--- config.mk ---
export PLATFORM = sky130hd
export DESIGN_NAME = btsu_bit_test_skip_unit
export DESIGN_NICKNAME = d
export VERILOG_FILES = /design/src/rtl/btsu_pkg.sv /design/src/rtl/btsu_dec_if.sv /design/src/rtl/btsu_bit_test_skip_unit.sv /design/src/rtl/btsu_decoder.sv
export SDC_FILE = /design/constraint.sdc
export NUM_CORES = 1
export LEC_CHECK = 0
export ABC_AREA = 1
export BUFFER_PORTS_ARGS = -buffer_cell sky130_fd_sc_hd__buf_2
export CORE_ASPECT_RATIO = 1.25
export CORE_MARGIN = 2
export CORE_UTILIZATION = 45
export CTS_CLUSTER_SIZE = 40
export DETAILED_ROUTE_END_ITERATION = 12
export GPL_TIMING_DRIVEN = 0
export HOLD_SLACK_MARGIN = 0.05
export PLACE_DENSITY = 0.78
export SKIP_LAST_GASP = 1
export SLEW_MARGIN = 10
export SYNTH_ARGS = -nofsm -noshare
export SYNTH_HDL_FRONTEND = slang
export SYNTH_HIERARCHICAL = 1
export SYNTH_SLANG_ARGS = --single-unit
--- constraint.sdc ---
create_clock -name clock -period 1.15 [get_ports clock]
set_input_delay 0.2875 -clock clock [delete_from_list [all_inputs] [get_ports clock]]
set_output_delay 0.2875 -clock clock [all_outputs]
set_load 0.02 [all_outputs]
--- src/rtl/btsu_pkg.sv ---
// Package with the encodings and field layout of the bit test and skip unit.
package btsu_pkg;
    localparam int INSTR_WIDTH = 12;
    localparam int DATA_WIDTH = 8;
    localparam int ADDR_WIDTH = 5;
    localparam int SEL_WIDTH = 3;
    localparam int OPC_MSB = 11;
    localparam int OPC_LSB = 8;
    localparam int SEL_MSB = 7;
    localparam int SEL_LSB = 5;
    localparam int ADDR_MSB = 4;
    localparam int ADDR_LSB = 0;
    localparam logic [3:0] OPC_SKIP_WHEN_CLEAR = 4'h6;
    localparam logic [3:0] OPC_SKIP_WHEN_SET = 4'h7;
    localparam logic [11:0] NO_OPERATION_WORD = 12'h000;
    localparam logic [4:0] ADDR_RESET = 5'h00;
    localparam logic [7:0] DATA_RESET = 8'h00;

    typedef enum logic [1:0] {
        BTSU_IDLE,
        BTSU_EXEC,
        BTSU_SQUASH
    } btsu_phase_type;
endpackage

--- src/rtl/btsu_dec_if.sv ---
// Interface carrying decoded fields from the decoder to the execute stage.
`timescale 1ns/100ps
interface btsu_dec_if;
    logic isClear;
    logic isSet;
    logic [2:0] bitSel;
    logic [4:0] regAddr;
    modport source (output isClear, output isSet, output bitSel, output regAddr);
    modport sink (input isClear, input isSet, input bitSel, input regAddr);
endinterface

--- src/rtl/btsu_bit_test_skip_unit.sv ---
// Top of the bit test and skip unit: decode, register read, test and skip.
//****************************************************************
//****************************************************************
`timescale 1ns/100ps
module btsu_bit_test_skip_unit
    import btsu_pkg::*;
(
    input wire logic clock,
    input wire logic resetn,
    input wire logic [INSTR_WIDTH-1:0] instrWord,
    input wire logic instrValid,
    input wire logic [DATA_WIDTH-1:0] regReadData,
    output logic [ADDR_WIDTH-1:0] regReadAddr,
    output logic regReadEnable,
    output logic isBitTest,
    output logic squashNext,
    output logic [INSTR_WIDTH-1:0] execWord,
    output logic cycleBusy,
    output logic regWriteEnable,
    output logic statusWriteEnable
);
    //****************************************************************
    // Local types and signals
    //****************************************************************
    // All registered state of the unit lives in one packed struct.
    // The phase field records the idle cycle after reset and whether the last cycle was a discard.
    typedef struct packed {
        btsu_phase_type phase;
        logic [ADDR_WIDTH-1:0] readAddr;
        logic readEnable;
        logic bitTest;
        logic squash;
        logic [INSTR_WIDTH-1:0] word;
        logic busy;
        logic regWrite;
        logic statusWrite;
    } btsu_state_type;

    btsu_state_type state;
    btsu_state_type next_state;

    // Views of the decoded word.
    logic wordIsClearTest;
    logic wordIsSetTest;
    logic wordIsBitTest;
    logic [SEL_WIDTH-1:0] wordBitSel;
    logic [ADDR_WIDTH-1:0] wordRegAddr;

    // Test and skip terms.
    logic [DATA_WIDTH-1:0] bitPick;
    logic testedBit;
    logic clearHolds;
    logic setHolds;
    logic skipTaken;
    logic discardWord;

    btsu_dec_if dec();

    //****************************************************************
    // Decoder
    //****************************************************************
    // The decoder is purely combinational; its fields are read in the same cycle.
    btsu_decoder decoderInst (
        .instrWord(instrWord),
        .instrValid(instrValid),
        .dec(dec)
    );

    // The decoder already folds instrValid into both opcode flags.
    always_comb begin
        wordIsClearTest = dec.isClear;
        wordIsSetTest = dec.isSet;
        wordIsBitTest = dec.isClear || dec.isSet;
        wordBitSel = dec.bitSel;
        wordRegAddr = dec.regAddr;
    end

    //****************************************************************
    // Bit selection
    //****************************************************************
    // One gate per data bit; only the bit named by the select field can be high.
    // A one-hot pick avoids a wide variable index in the test path.
    generate
        for (genvar b = 0; b < DATA_WIDTH; b++) begin : gen_bit_pick
            assign bitPick[b] = regReadData[b] && (wordBitSel == SEL_WIDTH'(b));
        end
    endgenerate

    //****************************************************************
    // Test
    //****************************************************************
    // The register read is combinational, so the test resolves in the decode cycle itself.
    // Trade-off: the register file read sits on the decode path, in exchange for no stall.
    // At most one of the two conditions can hold, since the opcodes differ.
    always_comb begin
        testedBit = |bitPick;
        clearHolds = wordIsClearTest && !testedBit;
        setHolds = wordIsSetTest && testedBit;
        skipTaken = clearHolds || setHolds;
    end

    //****************************************************************
    // Discard
    //****************************************************************
    // The word arriving while a skip is pending is the one to be thrown away.
    // Only one word is ever dropped per skip.
    always_comb begin
        discardWord = state.squash;
    end

    //****************************************************************
    // Next state
    //****************************************************************
    always_comb begin
        // Defaults: pass the word through and drop every one-cycle pulse.
        next_state = state;
        next_state.readAddr = wordRegAddr;
        next_state.readEnable = wordIsBitTest;
        next_state.bitTest = wordIsBitTest;
        next_state.squash = 1'b0;
        next_state.busy = 1'b0;
        next_state.word = instrWord;

        // A bit test only ever reads; the write strobes stay low.
        next_state.regWrite = 1'b0;
        next_state.statusWrite = 1'b0;

        case (state.phase)
            // Leaving reset behaves like any other cycle.
            BTSU_IDLE: begin
                if (discardWord) begin
                    next_state.word = NO_OPERATION_WORD;
                    next_state.readEnable = 1'b0;
                    next_state.bitTest = 1'b0;
                    next_state.phase = BTSU_SQUASH;
                end else if (skipTaken) begin
                    next_state.squash = 1'b1;
                    next_state.busy = 1'b1;
                    next_state.phase = BTSU_EXEC;
                end else begin
                    next_state.phase = BTSU_EXEC;
                end
            end
            BTSU_EXEC: begin
                // The dropped word is never tested, so a skip cannot chain into a second one.
                if (discardWord) begin
                    next_state.word = NO_OPERATION_WORD;
                    next_state.readEnable = 1'b0;
                    next_state.bitTest = 1'b0;
                    next_state.phase = BTSU_SQUASH;
                end else if (skipTaken) begin
                    next_state.squash = 1'b1;
                    next_state.busy = 1'b1;
                    next_state.phase = BTSU_EXEC;
                end else begin
                    next_state.phase = BTSU_EXEC;
                end
            end
            // The word after a discard is tested as usual.
            BTSU_SQUASH: begin
                if (skipTaken) begin
                    next_state.squash = 1'b1;
                    next_state.busy = 1'b1;
                end
                next_state.phase = BTSU_EXEC;
            end
            default: begin
                next_state.phase = BTSU_IDLE;
            end
        endcase

        // An invalid slot never raises the read or test strobes.
        if (!instrValid) begin
            next_state.readEnable = 1'b0;
            next_state.bitTest = 1'b0;
        end
    end

    //****************************************************************
    // Registers
    //****************************************************************
    // Reset puts no_operation on the execute word so nothing runs before the first fetch.
    always_ff @(posedge clock) begin
        if (!resetn) begin
            state.phase <= BTSU_IDLE;
            state.readAddr <= ADDR_RESET;
            state.readEnable <= 1'b0;
            state.bitTest <= 1'b0;
            state.squash <= 1'b0;
            state.word <= NO_OPERATION_WORD;
            state.busy <= 1'b0;
            state.regWrite <= 1'b0;
            state.statusWrite <= 1'b0;
        end else begin
            state <= next_state;
        end
    end

    //****************************************************************
    // Outputs
    //****************************************************************
    // Every output is a field of the registered state.
    assign regReadAddr = state.readAddr;
    assign regReadEnable = state.readEnable;
    assign isBitTest = state.bitTest;
    assign squashNext = state.squash;
    assign execWord = state.word;
    assign cycleBusy = state.busy;

    // The write strobes are registered like the rest, so no output comes from a constant.
    assign regWriteEnable = state.regWrite;
    assign statusWriteEnable = state.statusWrite;
endmodule

--- src/rtl/btsu_decoder.sv ---
// Combinational decoder for the two bit test and skip instruction words.
`timescale 1ns/100ps
module btsu_decoder
    import btsu_pkg::*;
(
    input wire logic [INSTR_WIDTH-1:0] instrWord,
    input wire logic instrValid,
    btsu_dec_if.source dec
);
    always_comb begin
        dec.isClear = instrValid && (instrWord[OPC_MSB:OPC_LSB] == OPC_SKIP_WHEN_CLEAR);
        dec.isSet = instrValid && (instrWord[OPC_MSB:OPC_LSB] == OPC_SKIP_WHEN_SET);
        dec.bitSel = instrWord[SEL_MSB:SEL_LSB];
        dec.regAddr = instrWord[ADDR_MSB:ADDR_LSB];
    end
endmodule

==> results.tsv, run 1 <==
metric	value	unit
Cells after Synth	127	
clock latency on the worst-skew pair	0.29	ns
XOR/XNOR Fraction of Synth Area	0	%
IO Pins	46	
Clk pin slew, worst setup/hold paths	0.11	ns
total track usage	13.4	%
crit-path max cell delay	0.37	ns
Synth Register Bits	21	
Post-Synth Adder-Cell Area	0	%
1st-pass router iterations	2	
DRC	0	
synth unique cells	17	
FMAX	914	MHz
Post-Route Utilization	61.9	%
data arrival time of the worst path	0.81	ns
crit-path leading delay family	flip-flops	
Critical Path RT	0.86	ns
DRT antenna net count	0	
status	complete, no violations	
commonest cells in the netlist	buf_4, inv_1, dfxtp_1	
pre-CTS WS	-0.0619	ns
worst vdd ir	646	uV
Max Fanout on Critical Path	3	
vias in the first global route	681	
final worst path period share	95.1	%
post-synthesis simple-gate area fraction	19.5	%
max_cap viols	0	
pwr dens	1160	mW/mm^2
sequential share of the synthesized area	42.8	%
NumNets Final	180	
crit path launch type	flip-flop	
final instance area	0.00125	sq mm
asr flop ratio synth	0	%
worst path cell trace	buf_4	
CP endpoint kind	output port	
Hold Vio Cnt, Final	0	
main flop type after synthesis	dfxtp_1	
CTS Buf Count	3	
WP buf/inv	1	
hold_buf cts	0	
EDFF count, synth	0	
core area	0.00203	sq mm
clock tree buffer depth	2	
max-slew violation count	0	
final worst slack	0.0562	ns
FILL cells	190	
initial antenna violation count	0	
Die X	45.8	um
worst hold slack	0.207	ns
slowest CP cell	dfxtp_2	
main combinational cell family by area after synthesis	buffers and inverters	
Rows	18	
Die Y-Extent	56.2	um
placed cell area	0.00123	sq mm
Power Total	0.00146	W
post-synthesis mux area share	0	%
clk_skew	0.00343	ns
area of the mapped netlist	982	sq um
Ys Warns	6	
routed len/inst	9.07	um
Starting Density	48.5	%
share of cells above drive strength 1	48.1	%
full die area	0.00257	sq mm
DRT iter0 DRCs	2	
H-Tree Depth	1	
Reg2Reg Setup Slack	0.08	ns
first-pass GRT wire length	2540	um
final worst path period need	1.09	ns
HP Class	in2reg	
complex-gate fraction of the synthesized area	3.57	%
cell taking the most area after synthesis	dfxtp_1	
CTS Root Cell	clkbuf_4	
Finish-stage setup viols	0	
global route overflow	0	
drt total wl	1600	um
number of clock sinks	21	
synthesized area per cell	7.73	sq um
Pleak	0.723	nW
via count	727	
Final HPWL DP	1310	um
CTS tree	yes	
largest net degree at the start of global routing	12	
critical setup path kind	reg2out	
RSZ-0062 raised after global routing	true	
Yosys top cell area share	42.8	%
count leader, synth	buf_4	
Final GP Congestion	0.662	
vias per cell	4.13	
Port Buffers	43	
Layout area overhead	27.8	%
n_diodes	0	
Synth area leaders	dfxtp_1, buf_4, inv_1	
==> flip-flops by register name (all words and copies together), names as in the netlist <==
name	flops
cycleBusy	1
regReadAddr	5
state	2
execWord	12
regReadEnable	1
==> layout make-up <==
| type | instances | area [sq um] | area share, % |
|---|---|---|---|
| sequential | 21 | 434 | 34.6 |
| timing repair buffer | 43 | 337 | 26.8 |
| multi-input combinational | 48 | 241 | 19.2 |
| inverter | 29 | 109 | 8.67 |
| buffer | 11 | 82.6 | 6.58 |
| clock buffer | 4 | 26.3 | 2.09 |
| tap | 20 | 25.0 | 1.99 |
==> layer usage <==
metal / part of all wire [%] / global-route usage [%] / up-vias
met2: 58 / 26.0 / 23
met3: 4.6 / 0.974 / 2
met5: 0 / 0 / -
met1: 36 / 12.1 / 310
li1: - / - / 392
met4: 1.8 / 8.57 / 0
==> through the flow <==
step	setup TNS [ns]	std cells
final	0	176
after global routing	-0.00216	176
after CTS	0	192
after detailed placement	-0.0619	191
after global placement	-0.0148	191
after floorplan	0	128
==> report_power, final <==
| group | switching, W | internal (W) |
|---|---|---|
| logic | 0.000161 | 0.000165 |
| clock network | 0.000195 | 0.000135 |
| registers | 0.0000258 | 0.000778 |
==> cells by family (layout without fill, tap and decap cells) <==
logic type / count (synthesis) / count (layout)
other: 1 / 2
buffers and inverters: 59 / 87
and+or+nand+nor: 42 / 42
DFF: 21 / 21
AOI/OAI and AO/OA: 4 / 4
==> path summary, 6_finish.rpt <==
| check | startpoint | end | cells after the start |
|---|---|---|---|
| hold reg to reg | state[23]$_SDFF_PN0_ | state[23]$_SDFF_PN0_ | 1 |
| setup reg to reg | cycleBusy$_SDFF_PN0_ | execWord[7]$_SDFF_PN0_ | 4 |
| hold / removal | instrWord[2] | execWord[2]$_SDFF_PN0_ | 3 |
| setup / recovery | cycleBusy$_SDFF_PN0_ | cycleBusy | 1 |
==> what timing repair did <==
item / in CTS / in global routing
gates resized for setup: 36 / 16
endpoints found under the hold margin: 0 / 0
endpoints found under the setup margin: 17 / 27
setup buffers: 0 / 0
==> placed cells by master (no fill, tap or decap), drive strengths merged <==
master,instances
nor3b,1
o21ai,2
conb,2
clkbuf,5
nand3,7
a21oi,2
nand3b,1
inv,29
buf,53
or2,1
dfxtp,21
nor2,18
nand2,14
No activity file was read; power rests on OpenSTA's default activity.
==> inputs of run 2 (changes only) <==
Settings changed: BUFFER_PORTS_ARGS -buffer_cell sky130_fd_sc_hd__buf_2 to -buffer_cell sky130_fd_sc_hd__clkbuf_2.
Clock period 1.15 ns to 1.1 ns, I/O delays scaled along.
==> results.tsv, run 2 (synthesis gave the netlist of run 1 again) <==
metric	value	unit	change
commonest non-fill, non-tap cell in the layout	inv_1		unchanged
share of cells above drive strength 1	46.0	%	was 48.1%
clock latency on the worst-skew pair	0.28	ns	was 0.29 ns
1st-pass router iterations	2		unchanged
worst hold slack	0.192	ns	was 0.207 ns
number of clock sinks	21		unchanged
Critical Path RT	0.82	ns	was 0.86 ns
Final HPWL DP	1320	um	was 1310 um
DRT antenna net count	0		unchanged
final worst path period need	1.12	ns	
vias per cell	4.20		was 4.13
RSZ-0062 raised after global routing	true		unchanged
H-Tree Depth	1		unchanged
Hold Vio Cnt, Final	0		unchanged
CP endpoint kind	output port		unchanged
initial antenna violation count	0		unchanged
full die area	0.00257	sq mm	unchanged
total track usage	13.7	%	was 13.4%
data arrival time of the worst path	0.84	ns	was 0.81 ns
routed len/inst	9.00	um	was 9.07 um
NumNets Final	187		was 180
Max Fanout on Critical Path	3		unchanged
IO Pins	46		unchanged
drt total wl	1650	um	was 1600 um
clock tree buffer depth	2		unchanged
critical setup path kind	reg2out		unchanged
P_sw	0.000402	W	was 0.000382 W
clk_skew	0.00847	ns	was 0.00343 ns
Net Sw Frac	25.7	%	was 26.2%
status	finished with violations		was complete, no violations
Final GP Congestion	0.726		was 0.662
Die Y-Extent	56.2	um	unchanged
FMAX	893	MHz	
global route overflow	0		unchanged
CTS tree	yes		unchanged
Pleak	0.779	nW	was 0.723 nW
DRC	0		unchanged
Reg power frac	53.2	%	was 55.0%
max-slew violation count	0		unchanged
Port Buffers	43		unchanged
n_diodes	0		unchanged
crit path launch type	flip-flop		unchanged
worst vdd ir	574	uV	was 646 uV
Hold Path Depth	3		unchanged
Gate power share	25.1	%	was 22.4%
Reg2Reg Depth	7		was 4
final std cells w/o fill	183		was 176
Finish-stage setup viols	2		was 0
Die X	45.8	um	unchanged
first-pass GRT wire length	2610	um	was 2540 um
pwr dens	1160	mW/mm^2	about the same
core area	0.00203	sq mm	unchanged
Int Power	0.00116	W	was 0.00108 W
CTS Buf Count	3		unchanged
CTS Root Cell	clkbuf_4		unchanged
final worst slack	-0.0199	ns	was 0.0562 ns
max reg flops	12		unchanged
hold_buf cts	0		unchanged
largest net degree at the start of global routing	12		unchanged
Starting Density	48.5	%	unchanged
vias in the first global route	685		was 681
most frequent cells in the layout	inv_1, clkbuf_2, nor2_1, dfxtp_1, clkbuf_8		was inv_1, buf_2, buf_6, nor2_1, nand2_1
Layout area overhead	37.6	%	was 27.8%
Clk pin slew, worst setup/hold paths	0.11	ns	about the same
final worst path period share	102	%	
max_cap viols	0		unchanged
DRT iter0 DRCs	1		was 2
failing checks	negative setup slack		
HP Class	in2reg		unchanged
Power Total	0.00157	W	was 0.00146 W
Clk pwr share	21.7	%	was 22.6%
via count	768		was 727
placed cells	191		unchanged
Rows	18		unchanged
==> run 2: cell types whose count changed in the layout (fill, tap and decap cells not counted), sizes merged <==
cell	delta
buf	-33
clkbuf	+40
==> run 2: critical path, cell delays in order, from the launching register on <==
cell	delay [ns]
dfxtp_2	0.34
buf_6	0.11
buf_8	0.12
==> run 2: per-stage QoR <==
stage | setup TNS [ns] | setup WS, ns | cell area, sq um | util (%)
4_1_cts | -0.202 | -0.0508 | 1310 | 64.6
2_1_floorplan | 0 | 0.0177 | 996 | -
3_5_place_dp | -0.0833 | -0.0833 | 1240 | 61.0
6_report | -0.0232 | -0.0199 | 1350 | 66.7
3_3_place_gp | -0.0553 | -0.0553 | 1240 | 61.0
5_1_grt | -0.177 | -0.0722 | 1350 | 66.7
==> run 2: power groups by stage <==
| stage | clock [W] | sequential (W) | combinational, W |
|---|---|---|---|
| after floorplan | 0 | 0.000844 | 0.000240 |
| after global placement | 0 | 0.000841 | 0.000341 |
| after detailed placement | 0 | 0.000844 | 0.000350 |
| after CTS | 0.000351 | 0.000834 | 0.000366 |
| after global routing | 0.000386 | 0.000838 | 0.000426 |
| final | 0.000339 | 0.000833 | 0.000393 |
==> run 2: timing repair <==
action	4_1_cts	5_1_grt
buffers inserted	1	4
endpoints found under the setup margin	20	12
pin swaps	0	1
resized for setup	37	5
cloned	0	1
==> run 2: layout make-up <==
class                      count  area, sq um
buffer                        12         97.6
clock buffer                   4         26.3
fill                         160          676
inverter                      29          109
multi-input combinational     48          241
sequential                    21          424
tap                           20         25.0
timing repair buffer          49          428
==> run 2: final timing paths <==
kind / from / end / slack (ns)
worst max-delay path: cycleBusy$_SDFF_PN0_ / squashNext / -0.02
worst min-delay path: instrWord[2] / execWord[2]$_SDFF_PN0_ / 0.19
worst max register to register: cycleBusy$_SDFF_PN0_ / cycleBusy$_SDFF_PN0_ / 0
worst min register to register: state[23]$_SDFF_PN0_ / state[23]$_SDFF_PN0_ / 0.47
==> run 2: routing by layer <==
| layer | global-route usage [%] | up-vias | wire [um] |
|---|---|---|---|
| met2 | 26.8 | 27 | 949 |
| met4 | 7.35 | 0 | 27 |
| met1 | 12.2 | 330 | 573 |
| li1 | - | 409 | - |
| met3 | 1.95 | 2 | 96 |
| met5 | 0 | - | 0 |
==> inputs of run 3 (changes only) <==
Clock period 1.1 ns to 1.23 ns, I/O delays scaled along.
==> results.tsv, run 3 (synthesis gave the netlist of run 1 again) <==
metric	value	unit	change
status	complete, no violations		was finished with violations
pwr dens	1080	mW/mm^2	was 1160 mW/mm^2
Rows	18		unchanged
Reg2Reg Setup Slack	0.14	ns	was 0 ns
Gate power share	22.7	%	was 25.1%
top sig layer	met4		unchanged
Reg2Reg Depth	4		was 7
post-CTS setup buffer count	0		was 1
Finish-stage setup viols	0		was 2
CTS Buf Count	3		unchanged
IO Pins	46		unchanged
DRC	0		unchanged
data arrival time of the worst path	0.87	ns	was 0.84 ns
Worst Min Path Start	instrWord[5]		was instrWord[2]
slowest CP cell	dfxtp_2		unchanged
via count	770		was 768
multi-input logic area	234	sq um	was 241 sq um
max reg flops	12		unchanged
worst-case hold path end point	execWord[5]$_SDFF_PN0_		was execWord[2]$_SDFF_PN0_
clk_skew	0.00159	ns	was 0.00847 ns
hold_buf cts	0		unchanged
CTS Root Cell	clkbuf_4		unchanged
HP Class	in2reg		unchanged
CTS tree	yes		unchanged
worst path cell trace	buf_4, clkbuf_2		was buf_6, buf_8
Layout area overhead	28.4	%	was 37.6%
DR WL met3	60	um	was 96 um
RSZ-0062 raised after global routing	false		was true
Hold Path Depth	3		unchanged
most frequent cells in the layout	clkbuf_2, buf_4, inv_1, dfxtp_1, nor2_1		was inv_1, clkbuf_2, nor2_1, dfxtp_1, clkbuf_8
critical setup path kind	reg2out		unchanged
Final GP Congestion	0.668		was 0.726
number of clock sinks	21		unchanged
P_sw	0.000357	W	was 0.000402 W
Critical Path RT	0.92	ns	was 0.82 ns
vias in the first global route	676		was 685
Power Total	0.00136	W	was 0.00157 W
Reg power frac	54.4	%	was 53.2%
DRT iter0 DRCs	1		unchanged
crit-path leading delay family	flip-flops		unchanged
1st-pass router iterations	2		unchanged
final worst path period share	96.1	%	
Pleak	0.790	nW	was 0.779 nW
Int Power	0.00100	W	was 0.00116 W
Hold Vio Cnt, Final	0		unchanged
crit-path max cell delay	0.33	ns	was 0.34 ns
worst r2r src	cycleBusy$_SDFF_PN0_		unchanged
H-Tree Depth	1		unchanged
share of cells above drive strength 1	48.6	%	was 46.0%
core area	0.00203	sq mm	unchanged
worst vdd ir	450	uV	was 574 uV
CP endpoint kind	output port		unchanged
total track usage	13.0	%	was 13.7%
Net Sw Frac	26.3	%	was 25.7%
Clk pin slew, worst setup/hold paths	0.11	ns	about the same
Final HPWL DP	1320	um	about the same
clock latency on the worst-skew pair	0.28	ns	about the same
Die Y-Extent	56.2	um	unchanged
largest net degree at the start of global routing	12		unchanged
max_cap viols	0		unchanged
global route overflow	0		unchanged
full die area	0.00257	sq mm	unchanged
Post-Route Utilization	62.2	%	was 66.7%
max-slew violation count	0		unchanged
Clk pwr share	23.0	%	was 21.7%
Port Buffers	43		unchanged
clock tree buffer depth	2		unchanged
initial antenna violation count	0		unchanged
Metal-1 WL	617	um	was 573 um
Die X	45.8	um	unchanged
Critical Path Start	regReadEnable$_SDFF_PN0_		was cycleBusy$_SDFF_PN0_
DRT antenna net count	0		unchanged
FILL cells	190		was 160
final worst path period need	1.18	ns	
WP buf/inv	2		unchanged
vias per cell	3.95		was 4.20
Seq. cell area	423	sq um	was 424 sq um
first-pass GRT wire length	2530	um	was 2610 um
total negative slack	0	ns	was -0.0232 ns
Starting Density	48.5	%	unchanged
crit path launch type	flip-flop		unchanged
met2 WL	826	um	was 949 um
n_diodes	0		unchanged
drt total wl	1530	um	was 1650 um
commonest non-fill, non-tap cell in the layout	clkbuf_2		was inv_1
FMAX	846	MHz	
FF-to-FF End	execWord[10]$_SDFF_PN0_		was cycleBusy$_SDFF_PN0_
NumNets Final	199		was 187
Max Fanout on Critical Path	2		was 3
routed len/inst	7.86	um	was 9.00 um
[run 3: how the worst max path moves through the flow]
stage,end,depth (start not counted)
floorplan,regReadEnable$_SDFF_PN0_,4
global placement,cycleBusy$_SDFF_PN0_,8
detailed placement,cycleBusy$_SDFF_PN0_,8
CTS,squashNext,2
global route,execWord[0],2
finish,regReadEnable,2
[run 3: through the flow]
stage / setup WS, ns / area, sq um / cells / hold WS (ns)
5_1_grt: 0.00167 / 1260 / 195 / 0.215
3_5_place_dp: 0.00280 / 1230 / 191 / 0.452
3_3_place_gp: 0.0429 / 1230 / 191 / 0.447
4_1_cts: 0.0232 / 1250 / 195 / 0.214
2_1_floorplan: 0.0876 / 986 / 128 / 0.401
6_report: 0.0481 / 1260 / 195 / 0.214
[run 3: layer usage]
layer	track usage [%]	up-vias
met3	0.974	2
met1	13.5	318
met2	24.3	23
li1	-	427
met5	0	-
met4	6.12	0
[run 3: layout make-up]
cell class	count	area share [%]
Sequential cell	21	33.5
Multi-Input combinational cell	48	18.6
Buffer	30	17.7
Timing Repair Buffer	43	17.6
Inverter	29	8.63
Clock buffer	4	2.08
Tap cell	20	1.98
[run 3: timing repair]
action,in CTS,in global routing
hold endpoints to repair,0,0
resized for setup,1,5
cloned,0,0
endpoints found under the setup margin,1,3
[run 3: power groups by stage]
stage                     Sequential, W  Clock [W]  Combinational, W
after floorplan                0.000754          0          0.000211
after global placement         0.000752          0          0.000300
after detailed placement       0.000754          0          0.000307
after CTS                      0.000739   0.000314          0.000308
after global routing           0.000744   0.000339          0.000340
final                          0.000738   0.000312          0.000308
[run 3: worst min-delay path: cells and delay by family]
kind	cells	cell delay, ns
AND/OR/NAND/NOR	1	0.03
buffers and inverters	2	0.13
